`config.mk`:
```
export PLATFORM = sky130hd
export DESIGN_NAME = embedded_audio_timing_gen
export DESIGN_NICKNAME = d
export VERILOG_FILES = /design/src/verilog/audio_timing_pkg.sv /design/src/verilog/embedded_audio_timing_gen.sv
export SDC_FILE = /design/constraint.sdc
export NUM_CORES = 2
export LEC_CHECK = 0
export CAP_MARGIN = 30
export CORE_ASPECT_RATIO = 1.75
export CORE_MARGIN = 4
export CORE_UTILIZATION = 25
export DETAILED_ROUTE_END_ITERATION = 7
export DONT_BUFFER_PORTS = 1
export HOLD_SLACK_MARGIN = 0.06
export PLACE_DENSITY = 0.34
export SETUP_SLACK_MARGIN = 0.15
export SYNTH_ARGS = -nofsm -noshare
export SYNTH_HDL_FRONTEND = slang
export SYNTH_SLANG_ARGS = --single-unit
```
`constraint.sdc`:
```
create_clock -name clk_sys_i -period 102.3 [get_ports clk_sys_i]
set_clock_uncertainty 0.1 [all_clocks]
set_input_delay 10.23 -clock clk_sys_i [delete_from_list [all_inputs] [get_ports clk_sys_i]]
set_output_delay 10.23 -clock clk_sys_i [all_outputs]
set_load 0.1 [all_outputs]
```
`src/verilog/audio_timing_pkg.sv`:
```
// Purpose: Shared constants for the embedded audio and timing generator.
// Assumes: 200 MHz system clock; registers reached over a plain port.
// Notes: Register offsets are word indices on the plain port.
package audio_timing_pkg;
    localparam int unsigned CLK_HZ = 200000000;
    localparam int unsigned NGRP = 4;
    localparam int unsigned NCH = 4;
    localparam int unsigned NFREQ = 34;
    localparam logic [5:0] FREQ_INACTIVE = 6'h00;
    localparam logic [5:0] FREQ_SILENCE = 6'h01;
    localparam logic [5:0] FREQ_DEF = 6'h15;
    localparam logic [5:0] AMP_DEF = 6'h14;
    localparam logic [5:0] AMP_MAX = 6'h3C;
    localparam logic [2:0] CLICK_MAX = 3'h4;
    localparam logic [1:0] EMPH_MAX = 2'h2;
    localparam logic [1:0] ALIGN_MAX = 2'h2;
    localparam logic [1:0] TC_OFF = 2'h0;
    localparam logic [1:0] TC_TOD = 2'h1;
    localparam logic [1:0] TC_PROG = 2'h2;
    localparam int unsigned CLICK_GAP_MS = 250;
    localparam int unsigned MS_PER_S = 1000;
    localparam int unsigned SAMPLE_RATE_HZ = 48000;
    localparam int unsigned SAMPLE_DIV = CLK_HZ / SAMPLE_RATE_HZ;
    localparam int unsigned CLICK_GAP_SAMPLES =
        SAMPLE_RATE_HZ * CLICK_GAP_MS / MS_PER_S;
    localparam logic [11:0] H_LIMIT = 12'hFFF;
    localparam logic [10:0] V_LIMIT = 11'h7FF;
    localparam logic [4:0] TC_HOUR_MAX = 5'h17;
    localparam logic [5:0] TC_MIN_MAX = 6'h3B;
    localparam logic [5:0] TC_SEC_MAX = 6'h3B;
    localparam logic [4:0] TC_FRM_MAX = 5'h1D;
    localparam logic [7:0] A_COMMIT = 8'h00;
    localparam logic [7:0] A_GRP0 = 8'h01;
    localparam logic [7:0] A_CH0 = 8'h08;
    localparam logic [7:0] A_VOFF = 8'h20;
    localparam logic [7:0] A_HOFF = 8'h21;
    localparam logic [7:0] A_TCSRC = 8'h22;
    localparam logic [7:0] A_TCOFF = 8'h23;
    localparam logic [7:0] A_STATUS = 8'h24;
    localparam logic [23:0] FULL_SCALE = 24'h7FFFFF;
    localparam logic [23:0] CLICK_VAL = 24'h7FFFFF;
endpackage

```
`src/verilog/embedded_audio_timing_gen.sv`:
```
// Behaviour
// RQ1: Each audio group has an enable; audio only flows while enabled.
// RQ2: Four groups of four channels, each with tone, level and click.
// RQ3: Group emphasis status is none, CD or CCITT.
// RQ4: Group alignment status is frame, frame without number, or async.
// RQ5: Group samples are produced at 24 or 20 bit resolution.
// RQ6: Each channel plays a tone from a fixed list, or silence.
// RQ7: An inactive channel emits no samples at all.
// RQ8: Tone level from -60 to 0 dBFS in 1 dB steps; the output applies it only in 6 dB shifts.
// RQ9: Click period of 1, 2, 3 or 4 seconds, or off.
// RQ10: With clicks on, tone is muted a quarter second; click inside it.
// RQ11: With clicks off the tone plays continuously.
// RQ12: Vertical offset spans half a frame either way, in lines.
// RQ13: Horizontal offset spans one line either way, in sample clocks.
// RQ14: Timecode source is time of day, program time, or off.
// RQ15: A signed offset up to 23:59:59:29 is added to the timecode.
// RQ16: Software keeps zone plus daylight offset within -12 to +13 hours.
// RQ17: Committed settings take effect only at the next frame boundary.
// Purpose: Settings store and sample generator for embedded test audio.
// Assumes: Frame pulse and timecode inputs are on clk_sys_i.
// Notes: Tones come from a phase accumulator with a square wave.
//
// The register offsets and strobed register access were chosen for this implementation.
`timescale 1ns/1ps
`default_nettype none
module embedded_audio_timing_gen
    import audio_timing_pkg::*;
(
    // Clock and reset.
    input wire logic clk_sys_i,
    input wire logic rst_i,
    // Register port.
    input wire logic [7:0] addr_i,
    input wire logic [31:0] wdata_i,
    input wire logic wr_i,
    input wire logic rd_i,
    output logic [31:0] rdata_o,
    // Frame reference and timecode sources.
    input wire logic frame_i,
    input wire logic [22:0] tod_i,
    input wire logic [22:0] prog_i,
    // Audio sample stream.
    output logic smp_valid_o,
    input wire logic smp_ready_i,
    output logic [23:0] smp_data_o,
    output logic [3:0] smp_chan_o,
    output logic [1:0] smp_emph_o,
    output logic [1:0] smp_align_o,
    // Timing and timecode outputs.
    output logic signed [10:0] voff_o,
    output logic signed [12:0] hoff_o,
    output logic tc_valid_o,
    output logic [22:0] tc_o
);
    localparam int unsigned NALL = NGRP * NCH;

    // Step per sample for each list frequency, scaled to 2^32 / 48 kHz.
    function automatic logic [31:0] freq_step(input logic [5:0] sel);
        logic [31:0] hz;
        hz = 32'h0;
        case (sel)
            6'h02: hz = 32'd50;    6'h03: hz = 32'd100;
            6'h04: hz = 32'd150;   6'h05: hz = 32'd200;
            6'h06: hz = 32'd250;   6'h07: hz = 32'd300;
            6'h08: hz = 32'd400;   6'h09: hz = 32'd500;
            6'h0A: hz = 32'd600;   6'h0B: hz = 32'd750;
            6'h0C: hz = 32'd800;   6'h0D: hz = 32'd1000;
            6'h0E: hz = 32'd1200;  6'h0F: hz = 32'd1500;
            6'h10: hz = 32'd1600;  6'h11: hz = 32'd2000;
            6'h12: hz = 32'd2400;  6'h13: hz = 32'd3000;
            6'h14: hz = 32'd3200;  6'h15: hz = 32'd4000;
            6'h16: hz = 32'd4800;  6'h17: hz = 32'd5000;
            6'h18: hz = 32'd6000;  6'h19: hz = 32'd8000;
            6'h1A: hz = 32'd9600;  6'h1B: hz = 32'd10000;
            6'h1C: hz = 32'd12000; 6'h1D: hz = 32'd15000;
            6'h1E: hz = 32'd16000; 6'h1F: hz = 32'd20000;
            default: hz = 32'h0;
        endcase
        freq_step = 32'(({32'h0, hz} << 32) / SAMPLE_RATE_HZ);
    endfunction

    // Level as a right shift: about 6 dB per bit, coarse but monotone.
    function automatic logic [23:0] scale(input logic [23:0] v,
                                          input logic [5:0] db);
        scale = v >> (db / 6);
    endfunction

    // Shadow (written) and live (in force) settings.
    logic [NGRP-1:0] g_en_s, g_en_r;
    logic [1:0] g_emph_s [NGRP], g_emph_r [NGRP];
    logic [1:0] g_align_s [NGRP], g_align_r [NGRP];
    logic [NGRP-1:0] g_res20_s, g_res20_r;
    logic [5:0] c_freq_s [NALL], c_freq_r [NALL];
    logic [5:0] c_att_s [NALL], c_att_r [NALL];
    logic [2:0] c_click_s [NALL], c_click_r [NALL];
    logic signed [10:0] voff_s;
    logic signed [12:0] hoff_s;
    logic [1:0] tcsrc_s, tcsrc_r;
    logic [23:0] tcoff_s, tcoff_r;
    logic pend_r;

    wire sel_grp = wr_i && addr_i >= A_GRP0 && addr_i < A_GRP0 + 8'(NGRP);
    wire sel_ch = wr_i && addr_i >= A_CH0 && addr_i < A_CH0 + 8'(NALL);
    wire [1:0] gi = 2'(addr_i - A_GRP0);
    wire [3:0] ci = 4'(addr_i - A_CH0);

    always_ff @(posedge clk_sys_i or posedge rst_i)
    begin
        if (rst_i)
        begin
            g_en_s <= '0;
            g_res20_s <= '0;
            voff_s <= '0;
            hoff_s <= '0;
            tcsrc_s <= TC_OFF;
            tcoff_s <= '0;
            pend_r <= 1'b0;
            for (int i = 0; i < NGRP; i++)
            begin
                g_emph_s[i] <= '0;
                g_align_s[i] <= '0;
            end
            for (int i = 0; i < NALL; i++)
            begin
                c_freq_s[i] <= FREQ_DEF;
                c_att_s[i] <= AMP_DEF;
                c_click_s[i] <= '0;
            end
        end
        else
        begin
            if (sel_grp)
            begin
                g_en_s[gi] <= wdata_i[0]; // RQ1
                if (wdata_i[2:1] <= EMPH_MAX)
                    g_emph_s[gi] <= wdata_i[2:1]; // RQ3
                if (wdata_i[4:3] <= ALIGN_MAX)
                    g_align_s[gi] <= wdata_i[4:3]; // RQ4
                g_res20_s[gi] <= wdata_i[5]; // RQ5
            end
            if (sel_ch)
            begin
                if (wdata_i[5:0] < 6'(NFREQ))
                    c_freq_s[ci] <= wdata_i[5:0]; // RQ6
                if (wdata_i[13:8] <= AMP_MAX)
                    c_att_s[ci] <= wdata_i[13:8]; // RQ8
                if (wdata_i[18:16] <= CLICK_MAX)
                    c_click_s[ci] <= wdata_i[18:16]; // RQ9
            end
            if (wr_i && addr_i == A_VOFF)
                voff_s <= 11'(wdata_i[10:0]); // RQ12
            if (wr_i && addr_i == A_HOFF)
                hoff_s <= 13'(wdata_i[12:0]); // RQ13
            if (wr_i && addr_i == A_TCSRC && wdata_i[1:0] <= TC_PROG)
                tcsrc_s <= wdata_i[1:0]; // RQ14
            if (wr_i && addr_i == A_TCOFF)
                tcoff_s <= wdata_i[23:0]; // RQ15
            // A commit arriving with the frame pulse stays pending.
            if (wr_i && addr_i == A_COMMIT)
                pend_r <= 1'b1;
            else if (frame_i)
                pend_r <= 1'b0;
        end
    end

    // Apply only at a frame pulse so no frame mixes old and new settings.
    always_ff @(posedge clk_sys_i or posedge rst_i)
    begin
        if (rst_i)
        begin
            g_en_r <= '0;
            g_res20_r <= '0;
            voff_o <= '0;
            hoff_o <= '0;
            tcsrc_r <= TC_OFF;
            tcoff_r <= '0;
            for (int i = 0; i < NGRP; i++)
            begin
                g_emph_r[i] <= '0;
                g_align_r[i] <= '0;
            end
            for (int i = 0; i < NALL; i++)
            begin
                c_freq_r[i] <= FREQ_DEF;
                c_att_r[i] <= AMP_DEF;
                c_click_r[i] <= '0;
            end
        end
        else if (frame_i && pend_r) // RQ17
        begin
            g_en_r <= g_en_s;
            g_res20_r <= g_res20_s;
            voff_o <= voff_s;
            hoff_o <= hoff_s;
            tcsrc_r <= tcsrc_s;
            tcoff_r <= tcoff_s;
            g_emph_r <= g_emph_s;
            g_align_r <= g_align_s;
            c_freq_r <= c_freq_s;
            c_att_r <= c_att_s;
            c_click_r <= c_click_s;
        end
    end

    // Sample tick and per-channel scan.
    logic [15:0] div_r;
    logic [3:0] scan_r;
    logic busy_r;
    logic [31:0] phase_r [NALL];
    logic [17:0] cnt_r [NALL];
    wire tick = div_r == 16'(SAMPLE_DIV - 1);

    wire [1:0] sg = scan_r[3:2];
    wire [2:0] clk_sel = c_click_r[scan_r];
    wire [17:0] click_len = 18'(clk_sel * SAMPLE_RATE_HZ);
    wire in_gap = clk_sel != 3'h0 && cnt_r[scan_r] < 18'(CLICK_GAP_SAMPLES);
    wire click_hit = in_gap && cnt_r[scan_r] == 18'(CLICK_GAP_SAMPLES / 2);
    wire chan_on = g_en_r[sg] && c_freq_r[scan_r] != FREQ_INACTIVE;
    wire [23:0] tone = phase_r[scan_r][31] ? FULL_SCALE : ~FULL_SCALE;
    wire [23:0] raw = (c_freq_r[scan_r] == FREQ_SILENCE || in_gap) // RQ10
                      ? (click_hit ? CLICK_VAL : 24'h0) // RQ10
                      : scale(tone, c_att_r[scan_r]); // RQ11
    wire [23:0] word = g_res20_r[sg] ? {raw[23:4], 4'h0} : raw; // RQ5

    // Two-entry buffer between generator and receiver.
    logic [31:0] buf_r [2];
    logic [1:0] cnt_b;
    logic rp_r, wp_r;
    wire push = busy_r && chan_on && cnt_b != 2'h2; // RQ1 RQ7
    wire stall = busy_r && chan_on && cnt_b == 2'h2;
    wire pop = smp_valid_o && smp_ready_i;

    always_ff @(posedge clk_sys_i or posedge rst_i)
    begin
        if (rst_i)
        begin
            div_r <= '0;
            scan_r <= '0;
            busy_r <= 1'b0;
            for (int i = 0; i < NALL; i++)
            begin
                phase_r[i] <= '0;
                cnt_r[i] <= '0;
            end
        end
        else
        begin
            div_r <= tick ? 16'h0 : div_r + 16'h1;
            if (tick)
                busy_r <= 1'b1;
            if (busy_r && !stall)
            begin
                phase_r[scan_r] <= phase_r[scan_r]
                                   + freq_step(c_freq_r[scan_r]); // RQ6
                if (clk_sel == 3'h0 || cnt_r[scan_r] >= click_len - 18'h1)
                    cnt_r[scan_r] <= '0; // RQ9
                else
                    cnt_r[scan_r] <= cnt_r[scan_r] + 18'h1;
                scan_r <= scan_r + 4'h1; // RQ2
                if (scan_r == 4'(NALL - 1))
                    busy_r <= 1'b0;
            end
        end
    end

    always_ff @(posedge clk_sys_i or posedge rst_i)
    begin
        if (rst_i)
        begin
            cnt_b <= '0;
            rp_r <= 1'b0;
            wp_r <= 1'b0;
            buf_r[0] <= '0;
            buf_r[1] <= '0;
        end
        else
        begin
            if (push)
            begin
                buf_r[wp_r] <= {g_align_r[sg], g_emph_r[sg],
                                scan_r, word}; // RQ3 RQ4
                wp_r <= ~wp_r;
            end
            if (pop)
                rp_r <= ~rp_r;
            cnt_b <= cnt_b + 2'(push) - 2'(pop);
        end
    end

    assign smp_valid_o = cnt_b != 2'h0;
    assign {smp_align_o, smp_emph_o, smp_chan_o, smp_data_o} = buf_r[rp_r];

    // Timecode: hh:mm:ss:ff packed 5/6/6/5 bits plus a sign bit on the offset.
    function automatic logic [22:0] tc_add(input logic [22:0] a,
                                           input logic [23:0] o);
        logic [6:0] f, s, m, h;
        logic c;
        f = 7'(a[4:0]) + (o[23] ? 7'(TC_FRM_MAX) + 7'h1 - 7'(o[4:0])
                                : 7'(o[4:0]));
        c = f > 7'(TC_FRM_MAX);
        f = c ? f - 7'(TC_FRM_MAX) - 7'h1 : f;
        s = 7'(a[10:5]) + 7'(c) + (o[23] ? 7'(TC_SEC_MAX) - 7'(o[10:5])
                                        : 7'(o[10:5]));
        c = s > 7'(TC_SEC_MAX);
        s = c ? s - 7'(TC_SEC_MAX) - 7'h1 : s;
        m = 7'(a[16:11]) + 7'(c) + (o[23] ? 7'(TC_MIN_MAX) - 7'(o[16:11])
                                         : 7'(o[16:11]));
        c = m > 7'(TC_MIN_MAX);
        m = c ? m - 7'(TC_MIN_MAX) - 7'h1 : m;
        h = 7'(a[21:17]) + 7'(c) + (o[23] ? 7'(TC_HOUR_MAX) - 7'(o[21:17])
                                         : 7'(o[21:17]));
        h = h > 7'(TC_HOUR_MAX) ? h - 7'(TC_HOUR_MAX) - 7'h1 : h;
        tc_add = {1'b0, h[4:0], m[5:0], s[5:0], f[4:0]};
    endfunction

    wire [22:0] tc_src = tcsrc_r == TC_TOD ? tod_i : prog_i; // RQ14
    always_ff @(posedge clk_sys_i or posedge rst_i)
    begin
        if (rst_i)
        begin
            tc_o <= '0;
            tc_valid_o <= 1'b0;
        end
        else
        begin
            tc_valid_o <= tcsrc_r != TC_OFF; // RQ14
            tc_o <= tcsrc_r == TC_OFF ? 23'h0
                                      : tc_add(tc_src, tcoff_r); // RQ15
        end
    end

    // Read port.
    always_ff @(posedge clk_sys_i or posedge rst_i)
    begin
        if (rst_i)
            rdata_o <= '0;
        else if (rd_i)
        begin
            rdata_o <= '0;
            if (addr_i == A_STATUS)
                rdata_o <= {28'h0, cnt_b, busy_r, pend_r};
            else if (addr_i == A_VOFF)
                rdata_o <= 32'(voff_s);
            else if (addr_i == A_HOFF)
                rdata_o <= 32'(hoff_s);
            else if (addr_i == A_TCSRC)
                rdata_o <= {30'h0, tcsrc_s};
            else if (addr_i == A_TCOFF)
                rdata_o <= {8'h0, tcoff_s};
            else if (addr_i >= A_GRP0 && addr_i < A_GRP0 + 8'(NGRP))
                rdata_o <= {26'h0, g_res20_s[gi], g_align_s[gi],
                            g_emph_s[gi], g_en_s[gi]};
            else if (addr_i >= A_CH0 && addr_i < A_CH0 + 8'(NALL))
                rdata_o <= {13'h0, c_click_s[ci], 2'h0, c_att_s[ci],
                            2'h0, c_freq_s[ci]};
        end
    end
endmodule
`default_nettype wire

```
# After elaboration in Yosys (flattened, before gate mapping)
# Memory sizes are Yosys's and may differ from the RTL's.
# Index checks and enable logic that the tools add are counted.
# W data, S select, Z words.
totals:
  ff_bits: 1573
  mem_bits_ro: 448
  input_bits: 92
  output_inout_bits: 113
  elab_cells: 395
  memories: 1
mem_list:
  columns: ["name", "words", "word_bits", "read_ports", "rd_clocked_by_memory_dff", "wr", "line_no", "rtl"]
  rows:
  - ["(name not given)", 32, 14, 1, 0, 0, "embedded_audio_timing_gen.sv:61", "case (sel)"]
classes:
  addsub: 28
  mul: 1
  n_div: 2
  magnitude_cmp: 29
  n_eq_ne: 12
  n_shift: 1
  n_mux: 101
  n_bitwise: 10
  n_reduce_logical: 42
ops:
  columns: ["operator", "n"]
  rows:
  - ["$bwmux W512", 1]
  - ["$mux W32", 12]
  - ["$and A288 B288 Y288", 1]
  - ["$bwmux W288", 1]
  - ["$mux W288", 1]
  - ["$not A288 Y288", 1]
  - ["$bwmux W96", 2]
  - ["$bmux W32 S4", 1]
  - ["$demux W32 S4", 1]
  - ["$bmux W6 S4", 4]
  - ["$mux W24", 4]
  - ["$bmux W18 S4", 1]
  - ["$demux W18 S4", 1]
  - ["$mux W6", 11]
  - ["$bwmux W64", 1]
  - ["$div A64 B16 Y64 const B", 1]
  - ["$mux W18", 3]
  - ["$bwmux W48", 1]
  - ["$mux W22", 2]
  - ["$eq A8 B6 Y1 const B", 5]
  - ["$mux W19", 2]
  - ["$add A32 B32 Y32", 1]
  - ["$demux W32 S1", 1]
  - ["$div A6 B3 Y32 const B", 1]
  - ["other kinds (79)", 166]

# Logic depth before layout (Yosys ltp)
logic_depth:
  ltp_word: 16
  mapped_depth: 313
  mapped_depth_nobuf: 257

# Worst setup path before layout
# OpenSTA, ideal clock, no wires.
synth_path:
  path_kind: "reg-to-reg"
  start: "reg scan_r[1]"
  end: "reg phase_r[126] in the netlist's numbering"
  setup_time_ns: 0.133
  arrival_ns: 62.320
  t_required_ns: 102.067
  slack_ns: 39.746
  stages_incl_launch_ff: 304
  n_path_buf: 57
  synth_period_minus_slack_ns: 62.554
  path_cell_list: "dfrtp_1 > buf_6 > buf_8 > buf_4 > mux4_2 > nand2_1 > and4_1 > clkbuf_1 > inv_2 > ha_1 > or4_1 > a31o_1 > or3_1 > nand3_1 > buf_2 > a21oi_1 > a31oi_1 > and2_1 > [... 268 more ...] > a21oi_1 > o21bai_1 > a21oi_1 > o21bai_1 > a21oi_1 > o21bai_1 > a21oi_1 > o21bai_1 > a21oi_1 > o21bai_1 > a21oi_1 > o21bai_1 > a21oi_1 > o21bai_1 > a21oi_1 > xor2_1 > clkbuf_1 > o21ai_0"
synth_between:
  elab_chain_cells: 10
  word_cells_on_any_way: 24
  cone_classes: "1 x add/sub; 1 x div; 2 x order compare; 11 x mux; 1 x bitwise; 7 x reduce/logical; 1 x memory"
synth_rtl:
  columns: ["element", "line_no", "rtl"]
  rows:
  - ["from (decl)", "embedded_audio_timing_gen.sv:207", "logic [3:0] scan_r;"]
  - ["from (signal assigned)", "embedded_audio_timing_gen.sv:259", "scan_r <= scan_r + 4'h1;"]
  - ["$not A4 Y5 (implied by the code) *", "embedded_audio_timing_gen.sv:218, embedded_audio_timing_gen.sv:253, embedded_audio_timing_gen.sv:254", null]
  - ["$bmux W6 S4", "embedded_audio_timing_gen.sv:218, embedded_audio_timing_gen.sv:254", null]
  - ["$mux W6 (implied by the code) (2 in series)", "embedded_audio_timing_gen.sv:218, embedded_audio_timing_gen.sv:254", null]
  - ["$mem_v2 Z32 W14 / $reduce_bool A6 Y1 (equally long branches)", null, null]
  - ["$mux W32 / $logic_and A1 B1 Y1 (equally long branches)", "embedded_audio_timing_gen.sv:61, embedded_audio_timing_gen.sv:218", null]
  - ["$mux W32 / $logic_and A1 B1 Y1 (equally long branches)", "embedded_audio_timing_gen.sv:251, embedded_audio_timing_gen.sv:230", null]
  - ["$div A64 B16 Y64 / $logic_and A1 B1 Y1 (equally long branches)", "embedded_audio_timing_gen.sv:79, embedded_audio_timing_gen.sv:230", null]
  - ["$add A32 B32 Y32 / $logic_not A1 Y1 (equally long branches)", "embedded_audio_timing_gen.sv:254, embedded_audio_timing_gen.sv:251", null]
  - ["$bwmux W512 / $logic_and A1 B1 Y1 (equally long branches)", "embedded_audio_timing_gen.sv:253, embedded_audio_timing_gen.sv:251", null]
  - ["to (signal, indexed assignment)", "embedded_audio_timing_gen.sv:253", "phase_r[scan_r] <= phase_r[scan_r]"]
  - ["to (decl)", "embedded_audio_timing_gen.sv:209", "logic [31:0] phase_r [NALL];"]
# Every way passes the cells marked *; elsewhere a longest branch is shown, timed or not. The select of a mux whose other input is x is not followed.
# A chain may end at the register's enable or synchronous reset.

# Worst setup path in the final report
layout_path:
  start: "reg scan_r[1]"
  end: "reg phase_r[190] in the netlist's numbering"
# Same word-level chain as after synthesis.

==> run summary <==
status: complete, no violations
critical path data arrival time: 77.01 ns
DR DRC count: 0
clock sinks: 1537
Synthesized Nets: 10475
CP max stage delay: 0.91 ns
cts hold-fix bufs: 0
Fmax: 0.01308 GHz
sequential share of the synthesized area: 37.73%
Gate Count Post-Synth: 10235
grt ovf: 0
detailed-route wire length per cell: 24.91 um
Die Y: 854.9 um
initial antenna violation count: 2
RD Place Congestion: 0.8511
DP HPWL: 283800 um
DIE AREA: 420600 um^2
most numerous cell in the Yosys netlist: dfrtp_1
max-cap viol count: 0
post-route cell area: 114900 um^2
area grow syn2layout: 12.13%
placed cell area: 109200 um^2
I/O Buffers: 0
Synth top area share: 33.63%
max-slew violation total from the final report: 0
slew margin rel.: 27.48%
final worst path period need: 76.47 ns
Post-synth EDFFs: 0
share of layout cells above drive strength 1: 21.58%
TritonCTS buffer count: 167
hold_ws: 0.3725 ns
number of synthesized register bits: 1537
vias in the first global route: 86852
top cells by area, synth: dfrtp_1 34%, mux2_2 8.9%, mux4_2 8.4%, nand2_1 4.2%, dfstp_2 4.1%
nets: 10280
slowest stage cell, crit path: dfrtp_4
FP Rows: 310
Syn. warnings: 0
first-pass GRT wire length: 584900 um
Syn Area/Cell: 10.01 um^2
ANT nets after route: 0
worst slew pin tran: 1.073 ns
Post-Place Worst Slack: 25.51 ns
largest family of logic cells by synthesized area: multiplexers
io pins: 205
CP Launch Type: flop
largest net degree at the start of global routing: 176
Layout fillers: 42592
Clock H-tree levels: 4
Simple-Gate Fraction of Synth Area: 15.11%
multiplexer share of the synthesized area: 18.91%
Via density: 5.266
final hold vios: 0
adder-cell share of the synthesized area: 1.907%
fin crit share: 74.75%
synth cell count leaders: 1377 x dfrtp_1, 1144 x nand2_1, 808 x mux2_2, 808 x o21ai_0, 600 x nor2_1
initial DRC count: 4929
DR vias: 82272
area of the multi-input gates: 60630 um^2
asr flop ratio synth: 100.0%
core area: 407700 um^2
clk slew on worst S/H paths: 0.07 ns
CTS tree: yes
Die Width: 491.9 um
CP Buf/Inv Count: 31
Post-Route WL: 389200 um
Clock Tree Buf Depth: 4
unique cell type count in the Yosys netlist: 163
Crit. End Element: flop
compound-cell area share of the yosys netlist: 18.13%
final worst slack: 25.83 ns
Req. time, crit path: 102.84 ns
RSZ-0062 raised after global routing: false
Root Buffer: clkbuf_16
CP delay by family, top: compound AO/OA/AOI/OAI gates
DR pass1 iterations: 8
Hold WC Path Type: flop to flop
TNS Setup: 0 ns
# Post-CTS Setup Buffers: 0
Initial Utilization: 25.13%
Top cell by count, worst path: ha_1
XOR/XNOR Fraction of Synth Area: 4.819%
top_reg_cell synth: dfrtp_1
worst-skew pair later-pin latency: 0.85 ns
crit-path max FO: 38
Total Routing Usage GR: 18.08%
CTS resizes: 0
WS Path Type: flop to flop
FF/Latch Area: 38680 um^2
Final setup violation count: 0
cell taking the most area after synthesis: dfrtp_1
Post-Syn Area: 102500 um^2
[per-stage QoR]
| stage | cells | util, % |
|---|---|---|
| floorplan | 10235 | - |
| global placement | 15271 | 26.65 |
| detailed placement | 15322 | 26.79 |
| CTS | 15613 | 28.14 |
| global route | 15623 | 28.18 |
| finish | 15624 | 28.18 |
[worst paths after layout]
check,startpoint,to,slack [ns],depth (start not counted)
setup / recovery,scan_r[1],phase_r[190],25.83,264
hold / removal,cnt_r[162],cnt_r[162],0.37,2
setup reg to reg,scan_r[1],phase_r[190],25.83,264
hold reg to reg,cnt_r[162],cnt_r[162],0.37,2
max in group asynchronous,rst_i,c_att_r[11],87.15,7
min in group asynchronous,rst_i,c_freq_r[37],9.26,1
[cell usage in the layout (no fill, tap or decap), types with 87 or more instances in the layout]
cell       synthesis  routed
xnor2_1          384     383
and2_1            98      98
o21ai_0          808     808
a22o_1           140     140
mux2i_1          146     146
clkbuf_16          0     169
mux2_2           808     806
a211oi_1          91      90
and3_1           104     104
nand4_1          100     100
mux4_2           381     381
dfstp_2          160     160
nor3_1           218     217
ha_1             137     137
buf_4             27     254
a21oi_1          353     353
nor2_1           600     594
nand3_1          258     241
a31oi_1           87      87
xor2_1           157     157
o211ai_1          95      95
dfrtp_1         1377    1372
nand2_1         1144    1143
inv_1            171     170
[flip-flops by register name (all words and copies together), names as in the netlist, 13 cells and up]
| signal | cells |
|---|---|
| buf_r | 52 |
| tcoff_s | 24 |
| c_click_s | 48 |
| c_freq_r | 96 |
| phase_r | 512 |
| c_freq_s | 96 |
| tc_o | 22 |
| cnt_r | 288 |
| c_click_r | 48 |
| div_r | 16 |
| hoff_s | 13 |
| tcoff_r | 23 |
| hoff_o | 13 |
| c_att_r | 80 |
| c_att_s | 96 |
| rdata_o | 25 |
[worst reg2reg max path: cells and delay by family, from the launching register on]
kind            cells  cell delay, ns
flops               1            0.91
mux                 8            2.70
simple gates       75           21.46
xor+xnor           23            6.87
buf+inv            31            7.45
fa+ha+maj          25            8.73
compound gates    102           28.06
[routing by layer]
metal	part of all wire (%)	wire [um]	up-vias	track usage, %
li1	-	-	38010	-
met1	36	138700	41955	18.43
met2	57	222800	1743	37.03
met3	3.1	12000	564	1.992
met4	4.0	15690	0	6.595
met5	0	0	-	0
[area by class of cell]
cell class	count	share of cell area (%)
multi-input cells	7851	52.77
flip-flops and latches	1537	33.67
well taps	5460	5.946
clock buffers	236	4.187
repair buffers	285	2.152
inverters	198	0.6578
clock inverters	55	0.6142
diodes	2	0.004356
[cell families after synthesis]
| kind of cell | after synthesis |
|---|---|
| xor gates and xnor gates | 552 |
| and+or+nand+nor | 3130 |
| buffers and inverters | 847 |
| muxes | 1354 |
| other | 1 |
| AOI/OAI and AO/OA | 2664 |
| adders and majority gates | 150 |
| DFF | 1537 |
Power is not shown: default switching activity piles up to over one toggle a cycle in this logic, so the estimate is an artifact.
